**src/hdl/fcd_defs.svh**
```systemverilog
// constants for the flash clock divider and options block
`ifndef FCD_DEFS_SVH
`define FCD_DEFS_SVH
`define FCD_ADDR_W        4
`define FCD_OFS_CLKDIV    4'h0
`define FCD_OFS_OPTIONS   4'h1
`define FCD_OFS_KEYCTL    4'h2
`define FCD_OFS_KEYDATA   4'h3
`define FCD_OFS_STATUS    4'h4
`define FCD_BIT_LOADED    7
`define FCD_BIT_PRESCALE  6
`define FCD_BIT_BACKDOOR_KEY_ENABLE     7
`define FCD_BIT_NORED     6
`define FCD_DIV_W         6
`define FCD_PRE_LAST      3'h7
`define FCD_SEC_UNSECURED 2'h2
`define FCD_OPT_MASK      8'hc3
`define FCD_KEY_LEN       4'h8
`define FCD_ZERO8         8'h00
`endif

```
**src/hdl/fcd_pkg.sv**
```systemverilog
// types for the flash clock divider and options block
package fcd_pkg;
	typedef enum logic [1:0] {
		FCD_KEY_IDLE  = 2'b00,
		FCD_KEY_ENTER = 2'b01,
		FCD_KEY_BAD   = 2'b10
	} fcd_key_state_t;
endpackage
```
**src/hdl/fcd_flash_ctl.sv**
```systemverilog
// flash clock divider, options register and backdoor key compare
`timescale 1ns/1ps
`include "fcd_defs.svh"

//------------------------------------------------------------
// flash clock divider and options
//------------------------------------------------------------
// Operation
// - loaded flag read-only, cleared by reset, set by first write
// - divider bits readable always, take only first write after reset
// - erase and program refused until the loaded flag is set
// - prescale bit selects bus clock or bus clock divided by eight
// - timing clock is selected input divided by divisor plus one
// - each timing pulse is one bus clock wide, one per timing clock period
// - options byte copied from nonvolatile byte on first clock after reset
// - options bits 5 to 2 read as zero
// - options register readable, writes ignored
// - key enable low means key compare never unsecures
// - key writes accepted only from secure code, not debug
// - matching 8-byte key in order unsecures until reset
// - options bit 6 set disables vector redirection
// - only security code 1:0 means unsecured
// - while secure, deny memory accesses from unsecured sources
// - blocked write ignored, blocked read returns zeros
module fcd_flash_ctl (
	input  wire logic                   clk,
	input  wire logic                   rst_n,
	input  wire logic [`FCD_ADDR_W-1:0] addr,
	input  wire logic [7:0]             wdata,
	input  wire logic                   wr,
	input  wire logic                   rd,
	input  wire logic                   wr_from_secure,
	output logic      [7:0]             rdata,
	input  wire logic [7:0]             nonvolatile_options_byte,
	input  wire logic [63:0]            stored_backdoor_key,
	input  wire logic                   op_req,
	output logic                        op_allowed,
	output logic                        flash_timing_tick,
	input  wire logic                   mem_req,
	input  wire logic                   mem_wr,
	input  wire logic                   mem_src_unsecured,
	input  wire logic [7:0]             mem_rdata_in,
	output logic                        mem_wr_en,
	output logic      [7:0]             mem_rdata,
	output logic                        secure,
	output logic                        vector_redirect_en
);

//------------------------------------------------------------
// state
//------------------------------------------------------------
	logic                   divisor_loaded_flag_r, divisor_loaded_flag_nxt;
	logic                   prescale_by_eight_r, prescale_by_eight_nxt;
	logic [`FCD_DIV_W-1:0]  divisor_r, divisor_nxt;
	logic [7:0]             flash_options_r, flash_options_nxt;
	logic                   opt_loaded_r, opt_loaded_nxt;
	logic [2:0]             pre_cnt_r, pre_cnt_nxt;
	logic [`FCD_DIV_W-1:0]  div_cnt_r, div_cnt_nxt;
	logic                   tick_r, tick_nxt;
	fcd_pkg::fcd_key_state_t key_st_r, key_st_nxt;
	logic [3:0]             key_idx_r, key_idx_nxt;
	logic                   key_unlocked_r, key_unlocked_nxt;
	logic [7:0]             rdata_r, rdata_nxt;
	logic                   op_allowed_r, op_allowed_nxt;
	logic                   mem_wr_en_r, mem_wr_en_nxt;
	logic [7:0]             mem_rdata_r, mem_rdata_nxt;
	logic                   secure_r, secure_nxt;
	logic                   redir_r, redir_nxt;
	logic                   code_secure;
	logic                   pre_tick;
	logic                   key_wr;
	logic [7:0]             key_byte;

	assign rdata              = rdata_r;
	assign op_allowed         = op_allowed_r;
	assign flash_timing_tick  = tick_r;
	assign mem_wr_en          = mem_wr_en_r;
	assign mem_rdata          = mem_rdata_r;
	assign secure             = secure_r;
	assign vector_redirect_en = redir_r;

//------------------------------------------------------------
// divider register and timing clock
//------------------------------------------------------------
	always_comb begin
		divisor_loaded_flag_nxt = divisor_loaded_flag_r;
		prescale_by_eight_nxt   = prescale_by_eight_r;
		divisor_nxt             = divisor_r;
		if (wr && addr == `FCD_OFS_CLKDIV && !divisor_loaded_flag_r) begin
			divisor_loaded_flag_nxt = 1'b1;
			prescale_by_eight_nxt   = wdata[`FCD_BIT_PRESCALE];
			divisor_nxt             = wdata[`FCD_DIV_W-1:0];
		end
		// prescaler free-runs; bypassed when prescale bit is clear
		pre_cnt_nxt = pre_cnt_r + 3'h1;
		pre_tick    = !prescale_by_eight_r ||
			(pre_cnt_r == `FCD_PRE_LAST);
		div_cnt_nxt = div_cnt_r;
		tick_nxt    = 1'b0;
		if (pre_tick) begin
			if (div_cnt_r >= divisor_r) begin
				div_cnt_nxt = '0;
				tick_nxt    = 1'b1;
			end else begin
				div_cnt_nxt = div_cnt_r + 6'h01;
			end
		end
		// no timing pulses before the divisor is set
		if (!divisor_loaded_flag_r) begin
			tick_nxt    = 1'b0;
			div_cnt_nxt = '0;
		end
		op_allowed_nxt = op_req && divisor_loaded_flag_r;
	end

	always_ff @(posedge clk) begin
		if (!rst_n) begin
			divisor_loaded_flag_r <= 1'b0;
			prescale_by_eight_r   <= 1'b0;
			divisor_r             <= '0;
			pre_cnt_r             <= 3'h0;
			div_cnt_r             <= '0;
			tick_r                <= 1'b0;
			op_allowed_r          <= 1'b0;
		end else begin
			divisor_loaded_flag_r <= divisor_loaded_flag_nxt;
			prescale_by_eight_r   <= prescale_by_eight_nxt;
			divisor_r             <= divisor_nxt;
			pre_cnt_r             <= pre_cnt_nxt;
			div_cnt_r             <= div_cnt_nxt;
			tick_r                <= tick_nxt;
			op_allowed_r          <= op_allowed_nxt;
		end
	end

//------------------------------------------------------------
// options copy and backdoor key
//------------------------------------------------------------
	// key bytes compared one per write, first byte in the low lane
	assign key_byte = stored_backdoor_key[key_idx_r[2:0]*8 +: 8];
	assign key_wr   = wr && addr == `FCD_OFS_KEYDATA;

	always_comb begin
		// copy taken on the first clock after reset release
		opt_loaded_nxt    = 1'b1;
		flash_options_nxt = flash_options_r;
		if (!opt_loaded_r)
			flash_options_nxt = nonvolatile_options_byte &
				`FCD_OPT_MASK;
		key_st_nxt       = key_st_r;
		key_idx_nxt      = key_idx_r;
		key_unlocked_nxt = key_unlocked_r;
		unique case (key_st_r)
			fcd_pkg::FCD_KEY_IDLE: begin
				if (wr && addr == `FCD_OFS_KEYCTL && wdata[0] &&
				    wr_from_secure) begin
					key_st_nxt  = fcd_pkg::FCD_KEY_ENTER;
					key_idx_nxt = 4'h0;
				end
			end
			fcd_pkg::FCD_KEY_ENTER, fcd_pkg::FCD_KEY_BAD: begin
				// debug-side writes are simply dropped
				if (key_wr && wr_from_secure && key_idx_r < `FCD_KEY_LEN) begin
					key_idx_nxt = key_idx_r + 4'h1;
					if (wdata != key_byte)
						key_st_nxt = fcd_pkg::FCD_KEY_BAD;
				end
				if (wr && addr == `FCD_OFS_KEYCTL && !wdata[0] &&
				    wr_from_secure) begin
					key_st_nxt = fcd_pkg::FCD_KEY_IDLE;
					if (key_st_r == fcd_pkg::FCD_KEY_ENTER &&
					    key_idx_r == `FCD_KEY_LEN &&
					    flash_options_r[`FCD_BIT_BACKDOOR_KEY_ENABLE])
						key_unlocked_nxt = 1'b1;
				end
			end
			default: key_st_nxt = fcd_pkg::FCD_KEY_IDLE;
		endcase
	end

	always_ff @(posedge clk) begin
		if (!rst_n) begin
			opt_loaded_r    <= 1'b0;
			flash_options_r <= `FCD_ZERO8;
			key_st_r        <= fcd_pkg::FCD_KEY_IDLE;
			key_idx_r       <= 4'h0;
			key_unlocked_r  <= 1'b0;
		end else begin
			opt_loaded_r    <= opt_loaded_nxt;
			flash_options_r <= flash_options_nxt;
			key_st_r        <= key_st_nxt;
			key_idx_r       <= key_idx_nxt;
			key_unlocked_r  <= key_unlocked_nxt;
		end
	end

//------------------------------------------------------------
// security gate and read port
//------------------------------------------------------------
	// the secure default covers the cycle before the options copy
	assign code_secure = !opt_loaded_r ||
		(flash_options_r[1:0] != `FCD_SEC_UNSECURED);

	always_comb begin
		secure_nxt    = code_secure && !key_unlocked_r;
		redir_nxt     = opt_loaded_r &&
			!flash_options_r[`FCD_BIT_NORED];
		mem_wr_en_nxt = mem_req && mem_wr &&
			!(secure_r && mem_src_unsecured);
		mem_rdata_nxt = (mem_req && !mem_wr &&
			!(secure_r && mem_src_unsecured)) ?
			mem_rdata_in : `FCD_ZERO8;
		rdata_nxt = `FCD_ZERO8;
		if (rd) begin
			unique case (addr)
				`FCD_OFS_CLKDIV: rdata_nxt = {divisor_loaded_flag_r,
					prescale_by_eight_r, divisor_r};
				`FCD_OFS_OPTIONS: rdata_nxt = flash_options_r;
				`FCD_OFS_KEYCTL: rdata_nxt = {7'h00,
					key_st_r != fcd_pkg::FCD_KEY_IDLE};
				`FCD_OFS_STATUS: rdata_nxt = {6'h00, key_unlocked_r,
					secure_r};
				default: rdata_nxt = `FCD_ZERO8;
			endcase
		end
	end

	always_ff @(posedge clk) begin
		if (!rst_n) begin
			secure_r    <= 1'b1;
			redir_r     <= 1'b0;
			mem_wr_en_r <= 1'b0;
			mem_rdata_r <= `FCD_ZERO8;
			rdata_r     <= `FCD_ZERO8;
		end else begin
			secure_r    <= secure_nxt;
			redir_r     <= redir_nxt;
			mem_wr_en_r <= mem_wr_en_nxt;
			mem_rdata_r <= mem_rdata_nxt;
			rdata_r     <= rdata_nxt;
		end
	end

endmodule

```
**config.mk**
```make
export PLATFORM = sky130hd
export DESIGN_NAME = fcd_flash_ctl
export DESIGN_NICKNAME = d
export VERILOG_FILES = /design/src/hdl/fcd_pkg.sv /design/src/hdl/fcd_flash_ctl.sv
export VERILOG_INCLUDE_DIRS = /design/src /design/src/hdl
export SDC_FILE = /design/constraint.sdc
export NUM_CORES = 1
export LEC_CHECK = 0
export ABC_CLOCK_PERIOD_IN_PS = 2900
export BUFFER_PORTS_ARGS = -buffer_cell sky130_fd_sc_hd__buf_2
export CAP_MARGIN = 20
export CORE_MARGIN = 8
export CORE_UTILIZATION = 47
export DETAILED_ROUTE_END_ITERATION = 6
export HOLD_SLACK_MARGIN = 0.02
export PLACE_DENSITY = 0.77
export SYNTH_ARGS = -nofsm -noshare
export SYNTH_HDL_FRONTEND = slang
export SYNTH_SLANG_ARGS = --single-unit
export TNS_END_PERCENT = 100
```
**constraint.sdc**
```tcl
create_clock -name clk -period 2.9 [get_ports clk]
set_input_delay 0.58 -clock clk [delete_from_list [all_inputs] [get_ports clk]]
set_output_delay 0.58 -clock clk [all_outputs]
set_load 0.005 [all_outputs]
```
==> results of run 1 <==
[worst max-delay path, stage by stage (launching register included)]
cell,delay [ns]
sky130_fd_sc_hd__dfxtp_1,0.66
sky130_fd_sc_hd__mux4_1,0.62
sky130_fd_sc_hd__mux2i_1,0.18
sky130_fd_sc_hd__xor2_1,0.17
sky130_fd_sc_hd__nand4_1,0.16
sky130_fd_sc_hd__o211ai_1,0.20
sky130_fd_sc_hd__or3b_1,0.35
[placed cells by master (no fill, tap or decap), types with 7 or more instances in the layout]
| cell type | netlist | final |
|---|---|---|
| sky130_fd_sc_hd__ha_1 | 14 | 14 |
| sky130_fd_sc_hd__dfxtp_1 | 50 | 50 |
| sky130_fd_sc_hd__buf_2 | 1 | 117 |
| sky130_fd_sc_hd__xor2_1 | 10 | 10 |
| sky130_fd_sc_hd__nand2_1 | 17 | 17 |
| sky130_fd_sc_hd__inv_1 | 15 | 15 |
| sky130_fd_sc_hd__and2_1 | 11 | 11 |
| sky130_fd_sc_hd__mux2i_1 | 35 | 35 |
| sky130_fd_sc_hd__nor2b_1 | 14 | 14 |
| sky130_fd_sc_hd__a22oi_1 | 9 | 9 |
| sky130_fd_sc_hd__nor2_1 | 17 | 17 |
| sky130_fd_sc_hd__nor3_1 | 7 | 7 |
[logic make-up after synthesis]
logic type	Yosys count	share of synthesized area (%)
fa+ha+maj	15	6.76
flops	50	36.6
buf+inv	28	4.71
compound gates	42	11.0
mux	42	18.7
xor+xnor	14	4.48
simple gates	90	17.8
[where the power goes]
group          leakage (nW)  internal (mW)  switching (mW)
combinational          1.12         0.0896          0.0687
sequential            0.405          0.699         0.00838
clock                0.0683          0.345           0.234
total                  1.59           1.13           0.311
[state kept, by name, indices dropped and copies added (netlist names)]
name	cells
flash_options_r	4
divisor_r	6
mem_wr_en	1
key_unlocked_r	1
pre_cnt_r	3
flash_timing_tick	1
rdata	8
prescale_by_eight_r	1
divisor_loaded_flag_r	1
key_st_r	2
opt_loaded_r	1
secure	1
key_idx_r	4
op_allowed	1
vector_redirect_en	1
div_cnt_r	6
mem_rdata	8
[per-layer routing]
metal	GRT usage, %	vias to the layer above	part of all wire, %
li1	-	1237	-
met1	18.4	1092	43
met2	28.7	114	46
met3	6.88	8	9.3
met4	4.16	0	1.2
met5	0	-	0
[final timing paths]
check             slack [ns]  cells after the start          from      endpoint
hold / removal          0.43                      1  pre_cnt_r[0]  pre_cnt_r[0]
setup reg to reg        0.46                      6  key_idx_r[1]   key_st_r[1]
hold reg to reg         0.43                      1  pre_cnt_r[0]  pre_cnt_r[0]
setup / recovery        0.46                      6  key_idx_r[1]   key_st_r[1]
[layout make-up]
class | instances | area [sq um] | share of cell area (%)
clock buffers | 5 | 68.8 | 1.96
clock inverters | 3 | 68.8 | 1.96
inverters | 15 | 56.3 | 1.60
multi-input cells | 203 | 1610 | 45.8
flip-flops and latches | 50 | 1000 | 28.5
well taps | 75 | 93.8 | 2.67
repair buffers | 121 | 616 | 17.5
==> summary.txt, run 1 <==
GRT
  – Via count of the first global-routing pass: about 2700
  – Aggregate global routing overflow: 0
  – Global-route wire length before repair: around 12 mm
  – Initial antenna violation count: 0
  – Pin count of the biggest net entering global routing: 28
  – Total track usage: 16.6%

Clocking
  – Clock sinks: 50
  – Cts bufs inserted: 5
  – Number of H-tree levels: 2
  – Cell chosen for the clock root: sky130_fd_sc_hd__clkbuf_8
  – CTS-repair resized insts: 0
  – Clock tree from TritonCTS: yes
  – Clk_lat worst skew: 0.30 ns
  – Max Root-Sink Buffers: 2
  – Post-CTS Hold Fix Bufs: 0
  – Post-CTS repair timing setup buffer count: 0
  – CTS clk-pin slew, worst paths: ~0.090 ns

Final layout
  – Cell area after layout: 3510 sq um
  – Fraction of layout instances using a drive strength above 1: between 30% and 40%
  – Fin util: 60.8%
  – Final Instance Count excl. Fillers: 472
  – Layout overhead on the synthesized area: 28.3%
  – Count of inserted antenna diode cells: 0
  – Final layout net count: roughly 510
  – Number of fill cells: ~500

Detailed routing
  – Final Routed Wirelength: 7.16 mm
  – DRC violation total after the first TritonRoute iteration: ~110
  – Routed length per placed instance: between 15 and 20 um
  – First-pass detailed-route iteration total: 4
  – Number of antenna-violating nets in the routed design: 0
  – Number of DRC violations after detailed routing: 0
  – Overall via count from detail_route: roughly 2500
  – Via-to-Cell Ratio: around 5.2

Timing
  – Minimum hold slack: 0.429 ns
  – Maximum clock frequency: about 0.41 GHz
  – Max Slew Vio Count: 0
  – Final-report hold violation count: 0
  – Setup TNS: 0 ns
  – Final count of negative-setup-slack endpoints: 0
  – Transition time at the pin with the least slew margin: 0.611 ns
  – Slew headroom: 58.8%
  – Clk_skew: about 0.0037 ns
  – Final critical delay including setup and external delays: between 2 and 2.5 ns
  – PnR worst setup slack: about 0.46 ns
  – Crit share post-route: roughly 84%
  – RSZ-0062 raised after global routing: no

Worst hold path
  – Type of the most critical hold path: register to register

Place
  – Placer congestion estimate: ~0.84
  – Post-DP HPWL: between 5 and 6 mm
  – Total cell area at the placement stage: around 3400 sq um
  – Port Buf Inserts: 117
  – Setup slack after placement: 0.465 ns
  – Cell total after placement: roughly 460

Floorplanning
  – Initial core utilization: ~47%
  – Chip Width: just over 90 um
  – Cell row count: 28
  – Std-Cell Core Area: 5780 sq um
  – Height of the die: slightly above 90 um
  – Die footprint: ~8500 sq um
  – Top Ports: approximately 120

Pwr
  – Power density cells: slightly above 400 nW/um^2
  – Leakage power: 1.59 nW
  – VDD IR-drop max: 0.000295 V
  – Power after layout: around 1.4 mW

Setup path
  – Highest fanout seen on the critical path: 13
  – Worst Setup Start Kind: register
  – Critical path arrival: 2.63 ns
  – Required time of the worst setup path: roughly 3.1 ns
  – Critical path capture point type: register
  – Startpoint-to-endpoint class of the critical path: register to register

Yosys
  – Net count after synthesis: about 400
  – EDFF count, synth: 0
  – Most common cell in the netlist: sky130_fd_sc_hd__dfxtp_1
  – Share of synthesized registers carrying an async set or reset: 0%
  – Count of state elements after synthesis: 50
  – Share of synthesized area occupied by flip-flops and latches: 36.6%
  – Cells taking the most area after synthesis: sky130_fd_sc_hd__dfxtp_1, sky130_fd_sc_hd__mux2i_1, sky130_fd_sc_hd__ha_1, sky130_fd_sc_hd__mux4_1, sky130_fd_sc_hd__nor2b_1
  – Synth warnings: 0
  – Area leader, netlist: sky130_fd_sc_hd__dfxtp_1
  – Synthesized instance count: about 280
  – Mean instance size in the synthesized netlist: 9.74 sq um
  – Mapped cell area: 2740 sq um
  – Most used DFF post-synth: sky130_fd_sc_hd__dfxtp_1
  – Count of unique library cells instantiated by Yosys: between 40 and 50
  – Top-area cell type share of the netlist area: 36.6%
  – Most common library cells after synthesis: sky130_fd_sc_hd__dfxtp_1, sky130_fd_sc_hd__mux2i_1, sky130_fd_sc_hd__nand2_1, sky130_fd_sc_hd__nor2_1, sky130_fd_sc_hd__inv_1

Job
  – MaxCap Viol Count: 0

Outcome
  – Status: completed
Note: power is estimated with default switching activity, not from simulation.
==> inputs of run 2 (changes only) <==
ABC_AREA = 1   (was unset)
ABC_CLOCK_PERIOD_IN_PS = 2180   (was 2900)
CORE_UTILIZATION = 44   (was 47)
PLACE_DENSITY = 0.74   (was 0.77)
clock period = 2.18 ns   (was 2.9 ns; I/O delays follow)
==> run 2 against run 1 <==
Compared with the run above:
- global-route usage rose by 0.097 points
- clock-buffer cell count stayed put
- setup slack got worse by 0.16 ns
- clock power rose by 12%
- largest cell class unchanged
- highest routed layer unchanged
==> summary.txt, run 2 <==
GRT
  – Via count of the first global-routing pass: 3087
  – Total track usage: 16.7%
  – Aggregate global routing overflow: 0
  – Initial antenna violation count: 0
  – Pin count of the biggest net entering global routing: 35
  – Global-route wire length before repair: roughly 14 mm

Place
  – Post-DP HPWL: 6.47 mm
  – Placer congestion estimate: ~0.77
  – Setup slack after placement: a little under 0.3 ns
  – Cell total after placement: around 650
  – Port Buf Inserts: ~120

Floorplanning
  – Initial core utilization: roughly 45%
  – Cell row count: 30
  – Std-Cell Core Area: between 6000 and 7000 sq um
  – Chip Width: around 100 um
  – Height of the die: 98.3 um
  – Top Ports: about 120
  – Die footprint: between 9000 and 10000 sq um

Pwr
  – Portion of total power attributed to sequential cells: between 30% and 40%
  – Part of the power in the clock network: approximately 23%
  – VDD IR-drop max: 0.000645 V
  – Power density cells: roughly 760 nW/um^2
  – Psw: 1.08 mW
  – Leakage power: 2.09 nW
  – Net switching fraction of the power: around 38%
  – Combinational share of power: between 40 and 50%
  – Cell-internal power: roughly 1.8 mW

Setup path
  – Reg-to-Reg Start: key_idx_r[0]
  – Cell with the most instances on the worst path: sky130_fd_sc_hd__nand2_1
  – Highest fanout seen on the critical path: 22
  – Critical path origin: key_idx_r[0]
  – Buffer and inverter count on the worst path: 1
  – Critical Path Slowest Stage Cell: sky130_fd_sc_hd__dfxtp_1
  – Crit path max-delay family: simple AND/OR/NAND/NOR gates
  – Critical path capture point type: register
  – Worst path depth: 14
  – Worst Setup Start Kind: register
  – Setup slack on the worst flop-to-flop path: about 0.30 ns
  – Reg2reg end: key_st_r[1]
  – Worst path max stage delay: approximately 0.44 ns
  – Required time of the worst setup path: 2.38 ns
  – Last element of the critical path: key_st_r[1]
  – Critical path arrival: ~2.1 ns
  – Startpoint-to-endpoint class of the critical path: register to register
  – Register-to-Register Path Depth: 14
  – Cell-by-cell trace of the critical path: buf_4 -> nand2_1 -> nand3_1 -> nand3_1 -> nand2_1 -> nand2_1 -> nand2_1 -> nand3_1 -> nor2_1 -> nand2_1 -> nand2_1 -> nand2_2 -> a21oi_1 -> nor2_1

Timing
  – Slew headroom: between 60 and 70%
  – Final count of negative-setup-slack endpoints: 0
  – Crit share post-route: a little under nine tenths
  – Setup TNS: 0 ns
  – RSZ-0062 raised after global routing: no
  – Max Slew Vio Count: 0
  – Final-report hold violation count: 0
  – Final critical delay including setup and external delays: about 1.9 ns
  – Clk_skew: 0.00736 ns
  – Minimum hold slack: ~0.34 ns
  – PnR worst setup slack: approximately 0.30 ns
  – Transition time at the pin with the least slew margin: 0.568 ns
  – Maximum clock frequency: around 0.53 GHz

Detailed routing
  – Routed length per placed instance: about 12 um
  – Overall via count from detail_route: approximately 3200
  – Number of DRC violations after detailed routing: 0
  – DRC violation total after the first TritonRoute iteration: between 100 and 150
  – First-pass detailed-route iteration total: 5
  – Number of antenna-violating nets in the routed design: 0
  – Via-to-Cell Ratio: a little under 5
  – Final Routed Wirelength: slightly above 8 mm

Final layout
  – Leading cell types in the layout, fill and taps excluded: sky130_fd_sc_hd__nand2_1, sky130_fd_sc_hd__buf_2, sky130_fd_sc_hd__inv_1, sky130_fd_sc_hd__nand3_1, sky130_fd_sc_hd__dfxtp_1
  – Count of inserted antenna diode cells: 0
  – Number of fill cells: 651
  – Fraction of layout instances using a drive strength above 1: 24.3%
  – Final layout net count: 691
  – Layout overhead on the synthesized area: 25.3%
  – Final Instance Count excl. Fillers: between 600 and 700
  – Fin util: between 50% and 60%
  – Most common cell after layout, fill and taps aside: sky130_fd_sc_hd__nand2_1

Yosys
  – Top-area cell type share of the netlist area: 33.6%
  – Share of synthesized registers carrying an async set or reset: 0%
  – Cells taking the most area after synthesis: sky130_fd_sc_hd__dfxtp_1, sky130_fd_sc_hd__nand2_1, sky130_fd_sc_hd__inv_1, sky130_fd_sc_hd__nand3_1, sky130_fd_sc_hd__ha_1
  – Count of unique library cells instantiated by Yosys: 36
  – Area leader, netlist: sky130_fd_sc_hd__dfxtp_1
  – Most used DFF post-synth: sky130_fd_sc_hd__dfxtp_1
  – Synth warnings: 0
  – Mean instance size in the synthesized netlist: roughly 6.5 sq um
  – Share of synthesized area occupied by flip-flops and latches: approximately a third
  – Count of state elements after synthesis: 50
  – Most common library cells after synthesis: sky130_fd_sc_hd__nand2_1, sky130_fd_sc_hd__inv_1, sky130_fd_sc_hd__nand3_1
  – EDFF count, synth: 0
  – Mapped cell area: 2980 sq um
  – Synthesized instance count: between 400 and 500
  – Net count after synthesis: 574
  – Most common cell in the netlist: sky130_fd_sc_hd__nand2_1

Clocking
  – Post-CTS Hold Fix Bufs: 0
  – Clk_lat worst skew: ~0.30 ns
  – Max Root-Sink Buffers: 2
  – Number of H-tree levels: 2
  – Cell chosen for the clock root: sky130_fd_sc_hd__clkbuf_8
  – Clock sinks: 50
  – Clock tree from TritonCTS: yes
  – CTS-repair resized insts: 0
  – Cts bufs inserted: 5
  – CTS clk-pin slew, worst paths: ~0.090 ns
  – Post-CTS repair timing setup buffer count: 0

Outcome
  – Status: completed

Worst hold path
  – Hold Path Depth: 3
  – Type of the most critical hold path: input port to register

Job
  – MaxCap Viol Count: 0
## run 2: changes by cell type after synthesis, sizes merged, moves of 17 or more
cell   before  now
a21oi       5   22
inv        15   87
nand3       1   57
mux2i      35    0
nand2      17  136
## run 2: stage by stage
| step | area, sq um | power, mW |
|---|---|---|
| 2_1_floorplan | 2980 | 1.97 |
| 3_3_place_gp | 3620 | 2.19 |
| 3_5_place_dp | 3620 | 2.21 |
| 4_1_cts | 3730 | 2.87 |
| 5_1_grt | 3730 | 3.08 |
| 6_report | 3730 | 2.85 |
## run 2: layer usage
| metal | routed length, um | vias up | share of wire [%] | GRT usage, % |
|---|---|---|---|---|
| met4 | 30 | 0 | 0.37 | 2.48 |
| met5 | 0 | - | 0 | 0 |
| li1 | - | 1664 | - | - |
| met1 | 3440 | 1457 | 42 | 19.1 |
| met2 | 4220 | 67 | 52 | 31.1 |
| met3 | 402 | 4 | 5.0 | 3.98 |
## run 2: area by class of cell
| cell class | count | area [sq um] | area share, % |
|---|---|---|---|
| clock buffers | 5 | 68.8 | 1.84 |
| clock inverters | 3 | 45.0 | 1.21 |
| inverters | 87 | 334 | 8.95 |
| multi-input cells | 308 | 1530 | 41.1 |
| flip-flops and latches | 50 | 1000 | 26.8 |
| well taps | 80 | 100 | 2.68 |
| repair buffers | 124 | 651 | 17.4 |
## run 2: cell families after synthesis
family	synth area share [%]
flip-flops	33.6
XOR/XNOR	0.883
buffers and inverters	14.9
AO/OA/AOI/OAI	8.95
AND/OR/NAND/NOR	35.8
adder cells (fa/ha/maj)	5.88
## run 2: power by group through the flow
stage	clock network [mW]	registers [mW]	logic [mW]
detailed placement	0	1.04	1.17
CTS	0.668	1.02	1.18
finish	0.649	1.02	1.18
floorplan	0	1.01	0.963
global route	0.695	1.03	1.35
global placement	0	1.04	1.15
## run 2: worst reg2reg max path, delay by kind of cell, from the launching register on
family	cells	cell delay, ns
AND/OR/NAND/NOR	12	0.93
flip-flops	1	0.44
buffers and inverters	1	0.30
AO/OA/AOI/OAI	1	0.13
## run 2: how the worst min path moves through the flow
stage,start,to,slack [ns]
2_1_floorplan,pre_cnt_r[0],pre_cnt_r[0],0.40
3_3_place_gp,pre_cnt_r[0],pre_cnt_r[0],0.41
3_5_place_dp,pre_cnt_r[0],pre_cnt_r[0],0.42
4_1_cts,mem_rdata_in[6],mem_rdata[6],0.33
5_1_grt,mem_rdata_in[6],mem_rdata[6],0.34
6_report,mem_rdata_in[4],mem_rdata[4],0.34
==> inputs of run 3 (changes only) <==
GPL_TIMING_DRIVEN = 0   (was unset)
==> run 3 against run 2 <==
Compared with the run above:
- cell count up 1.1%
- design area grew 1.2%
- largest power group unchanged
- global-route usage up 0.39 points
- via count rose by 1.4%
- maximum frequency is 0.74% higher
- first-iteration DRC count decreased by 16%
- clock-buffer cell count unchanged
- clock skew up 0.0012 ns
- setup slack improved by 0.014 ns
==> summary.txt, run 3 (synthesized netlist as in run 2, its figures left out) <==
Final layout
  – Combined flip-flop and latch cell area: about 1000 sq um
  – Fraction of layout instances using a drive strength above 1: about a quarter
  – Count of inserted antenna diode cells: 0
  – Number of fill cells: 693
  – Most common cell after layout, fill and taps aside: sky130_fd_sc_hd__nand2_1
  – Fin util: ~57%
  – Layout overhead on the synthesized area: 26.8%
  – Final layout net count: between 600 and 700
  – Leading cell types in the layout, fill and taps excluded: sky130_fd_sc_hd__nand2_1, sky130_fd_sc_hd__buf_2, sky130_fd_sc_hd__inv_1, sky130_fd_sc_hd__nand3_1, sky130_fd_sc_hd__dfxtp_1
  – Final Instance Count excl. Fillers: about 660
  – Area occupied by multi-input gates: 1530 sq um

Pwr
  – Net switching fraction of the power: between 30 and 40%
  – Power after layout: between 2 and 3 mW
  – Leakage power: roughly 2.1 nW
  – Psw: approximately 1.1 mW
  – Portion of total power attributed to sequential cells: about a third
  – Part of the power in the clock network: a little under a quarter
  – Combinational share of power: between 40 and 50%
  – Cell-internal power: approximately 1.8 mW
  – VDD IR-drop max: between 0.0005 and 0.0006 V
  – Power density cells: about 800 nW/um^2

Clocking
  – Clock sinks: 50
  – Number of H-tree levels: 2
  – Cell chosen for the clock root: sky130_fd_sc_hd__clkbuf_8
  – Post-CTS repair timing setup buffer count: 0
  – Max Root-Sink Buffers: 2
  – Cts bufs inserted: 5
  – Clk_lat worst skew: ~0.31 ns
  – CTS clk-pin slew, worst paths: 0.10 ns
  – Post-CTS Hold Fix Bufs: 0
  – CTS-repair resized insts: 0
  – Clock tree from TritonCTS: yes

Worst hold path
  – Hold_sp: mem_rdata_in[4]
  – Type of the most critical hold path: input port to register
  – Hold Path Depth: 3

Detailed routing
  – Final Routed Wirelength: a little over 8 mm
  – Routed length per placed instance: 12.5 um
  – Number of antenna-violating nets in the routed design: 0
  – Number of DRC violations after detailed routing: 0
  – Overall via count from detail_route: 3238
  – First-pass detailed-route iteration total: 4
  – Via-to-Cell Ratio: between 4 and 5
  – DRC violation total after the first TritonRoute iteration: about 110

Timing
  – RSZ-0062 raised after global routing: no
  – Setup TNS: 0 ns
  – Final-report hold violation count: 0
  – Crit share post-route: between 80% and 90%
  – Maximum clock frequency: 0.535 GHz
  – Transition time at the pin with the least slew margin: about 0.53 ns
  – Final count of negative-setup-slack endpoints: 0
  – Clk_skew: between 0.008 and 0.009 ns
  – Max Slew Vio Count: 0
  – Slew headroom: 63.5%
  – Final critical delay including setup and external delays: between 1.5 and 2 ns
  – Minimum hold slack: ~0.33 ns

Setup path
  – Worst Setup Start Kind: register
  – Critical path arrival: around 2.1 ns
  – Last element of the critical path: key_st_r[1]
  – Reg-to-Reg Start: key_idx_r[1]
  – Reg2reg end: key_st_r[1]
  – Setup slack on the worst flop-to-flop path: about 0.31 ns
  – Required time of the worst setup path: 2.39 ns
  – Highest fanout seen on the critical path: 10
  – Critical path origin: key_idx_r[1]
  – Critical path capture point type: register
  – Register-to-Register Path Depth: 13
  – Startpoint-to-endpoint class of the critical path: register to register

Place
  – Port Buf Inserts: about 120
  – Cell total after placement: between 600 and 700
  – Placer congestion estimate: between 0.8 and 0.9
  – Post-DP HPWL: 6.80 mm

Job
  – MaxCap Viol Count: 0

GRT
  – Aggregate global routing overflow: 0
  – Global-route wire length before repair: 14.0 mm
  – Via count of the first global-routing pass: 3247
  – Total track usage: 17.1%
  – Pin count of the biggest net entering global routing: 17
  – Initial antenna violation count: 0

Floorplanning
  – Chip Width: 98.3 um
  – Top Ports: about 120
  – Die footprint: a little under 10000 sq um
  – Std-Cell Core Area: approximately 6700 sq um
  – Height of the die: approximately 98 um
  – Cell row count: 30
  – Initial core utilization: roughly 45%

Outcome
  – Status: completed
## run 3: cell types whose count changed in the layout (fill, tap and decap cells not counted), sizes merged
cell / previous run / this run
clkbuf: 5 / 6
buf: 124 / 130
## run 3: power by group through the flow
stage / Sequential [mW] / Combinational, mW / Clock (mW)
after floorplan: 1.01 / 0.963 / 0
after global placement: 1.01 / 1.24 / 0
after detailed placement: 1.02 / 1.27 / 0
after CTS: 0.995 / 1.27 / 0.667
after global routing: 1.00 / 1.46 / 0.700
final: 0.994 / 1.28 / 0.664
## run 3: per-layer routing
layer,GRT usage (%),vias to the layer above,wire (um)
met5,0,-,0
met4,3.90,0,68
met3,3.77,9,415
met2,31.5,72,4300
met1,19.5,1473,3530
li1,-,1684,-
## run 3: layout make-up
class	count	share of cell area [%]
flip-flops and latches	50	26.5
multi-input cells	308	40.6
inverters	87	8.84
repair buffers	117	15.5
plain buffers	14	2.91
clock inverters	3	1.19
clock buffers	5	1.82
well taps	80	2.65
## run 3: how the worst min path moves through the flow
stage                   endpoint
global placement    pre_cnt_r[0]
detailed placement  pre_cnt_r[0]
CTS                 opt_loaded_r
floorplan           pre_cnt_r[0]
finish              mem_rdata[4]
global route        opt_loaded_r
## run 3: critical path, stage by stage (launching register included)
cell and delay (ns):
sky130_fd_sc_hd__dfxtp_1 0.35, sky130_fd_sc_hd__buf_4 0.18, sky130_fd_sc_hd__buf_2 0.24, sky130_fd_sc_hd__nand3_1 0.13, sky130_fd_sc_hd__nand3_1 0.11, sky130_fd_sc_hd__nand3b_1 0.08
sky130_fd_sc_hd__nand2_1 0.07, sky130_fd_sc_hd__nand3_1 0.08, sky130_fd_sc_hd__nor2_1 0.09, sky130_fd_sc_hd__nand2_1 0.08, sky130_fd_sc_hd__nand2_1 0.08, sky130_fd_sc_hd__nand2_2 0.07
sky130_fd_sc_hd__a21oi_1 0.14, sky130_fd_sc_hd__nor2_1 0.06
## run 3: per-stage QoR
| stage | instance area (sq um) | setup WS [ns] |
|---|---|---|
| detailed placement | 3660 | 0.219 |
| floorplan | 2980 | 0.568 |
| global placement | 3660 | 0.265 |
| global route | 3780 | 0.115 |
| finish | 3780 | 0.311 |
| CTS | 3780 | 0.318 |
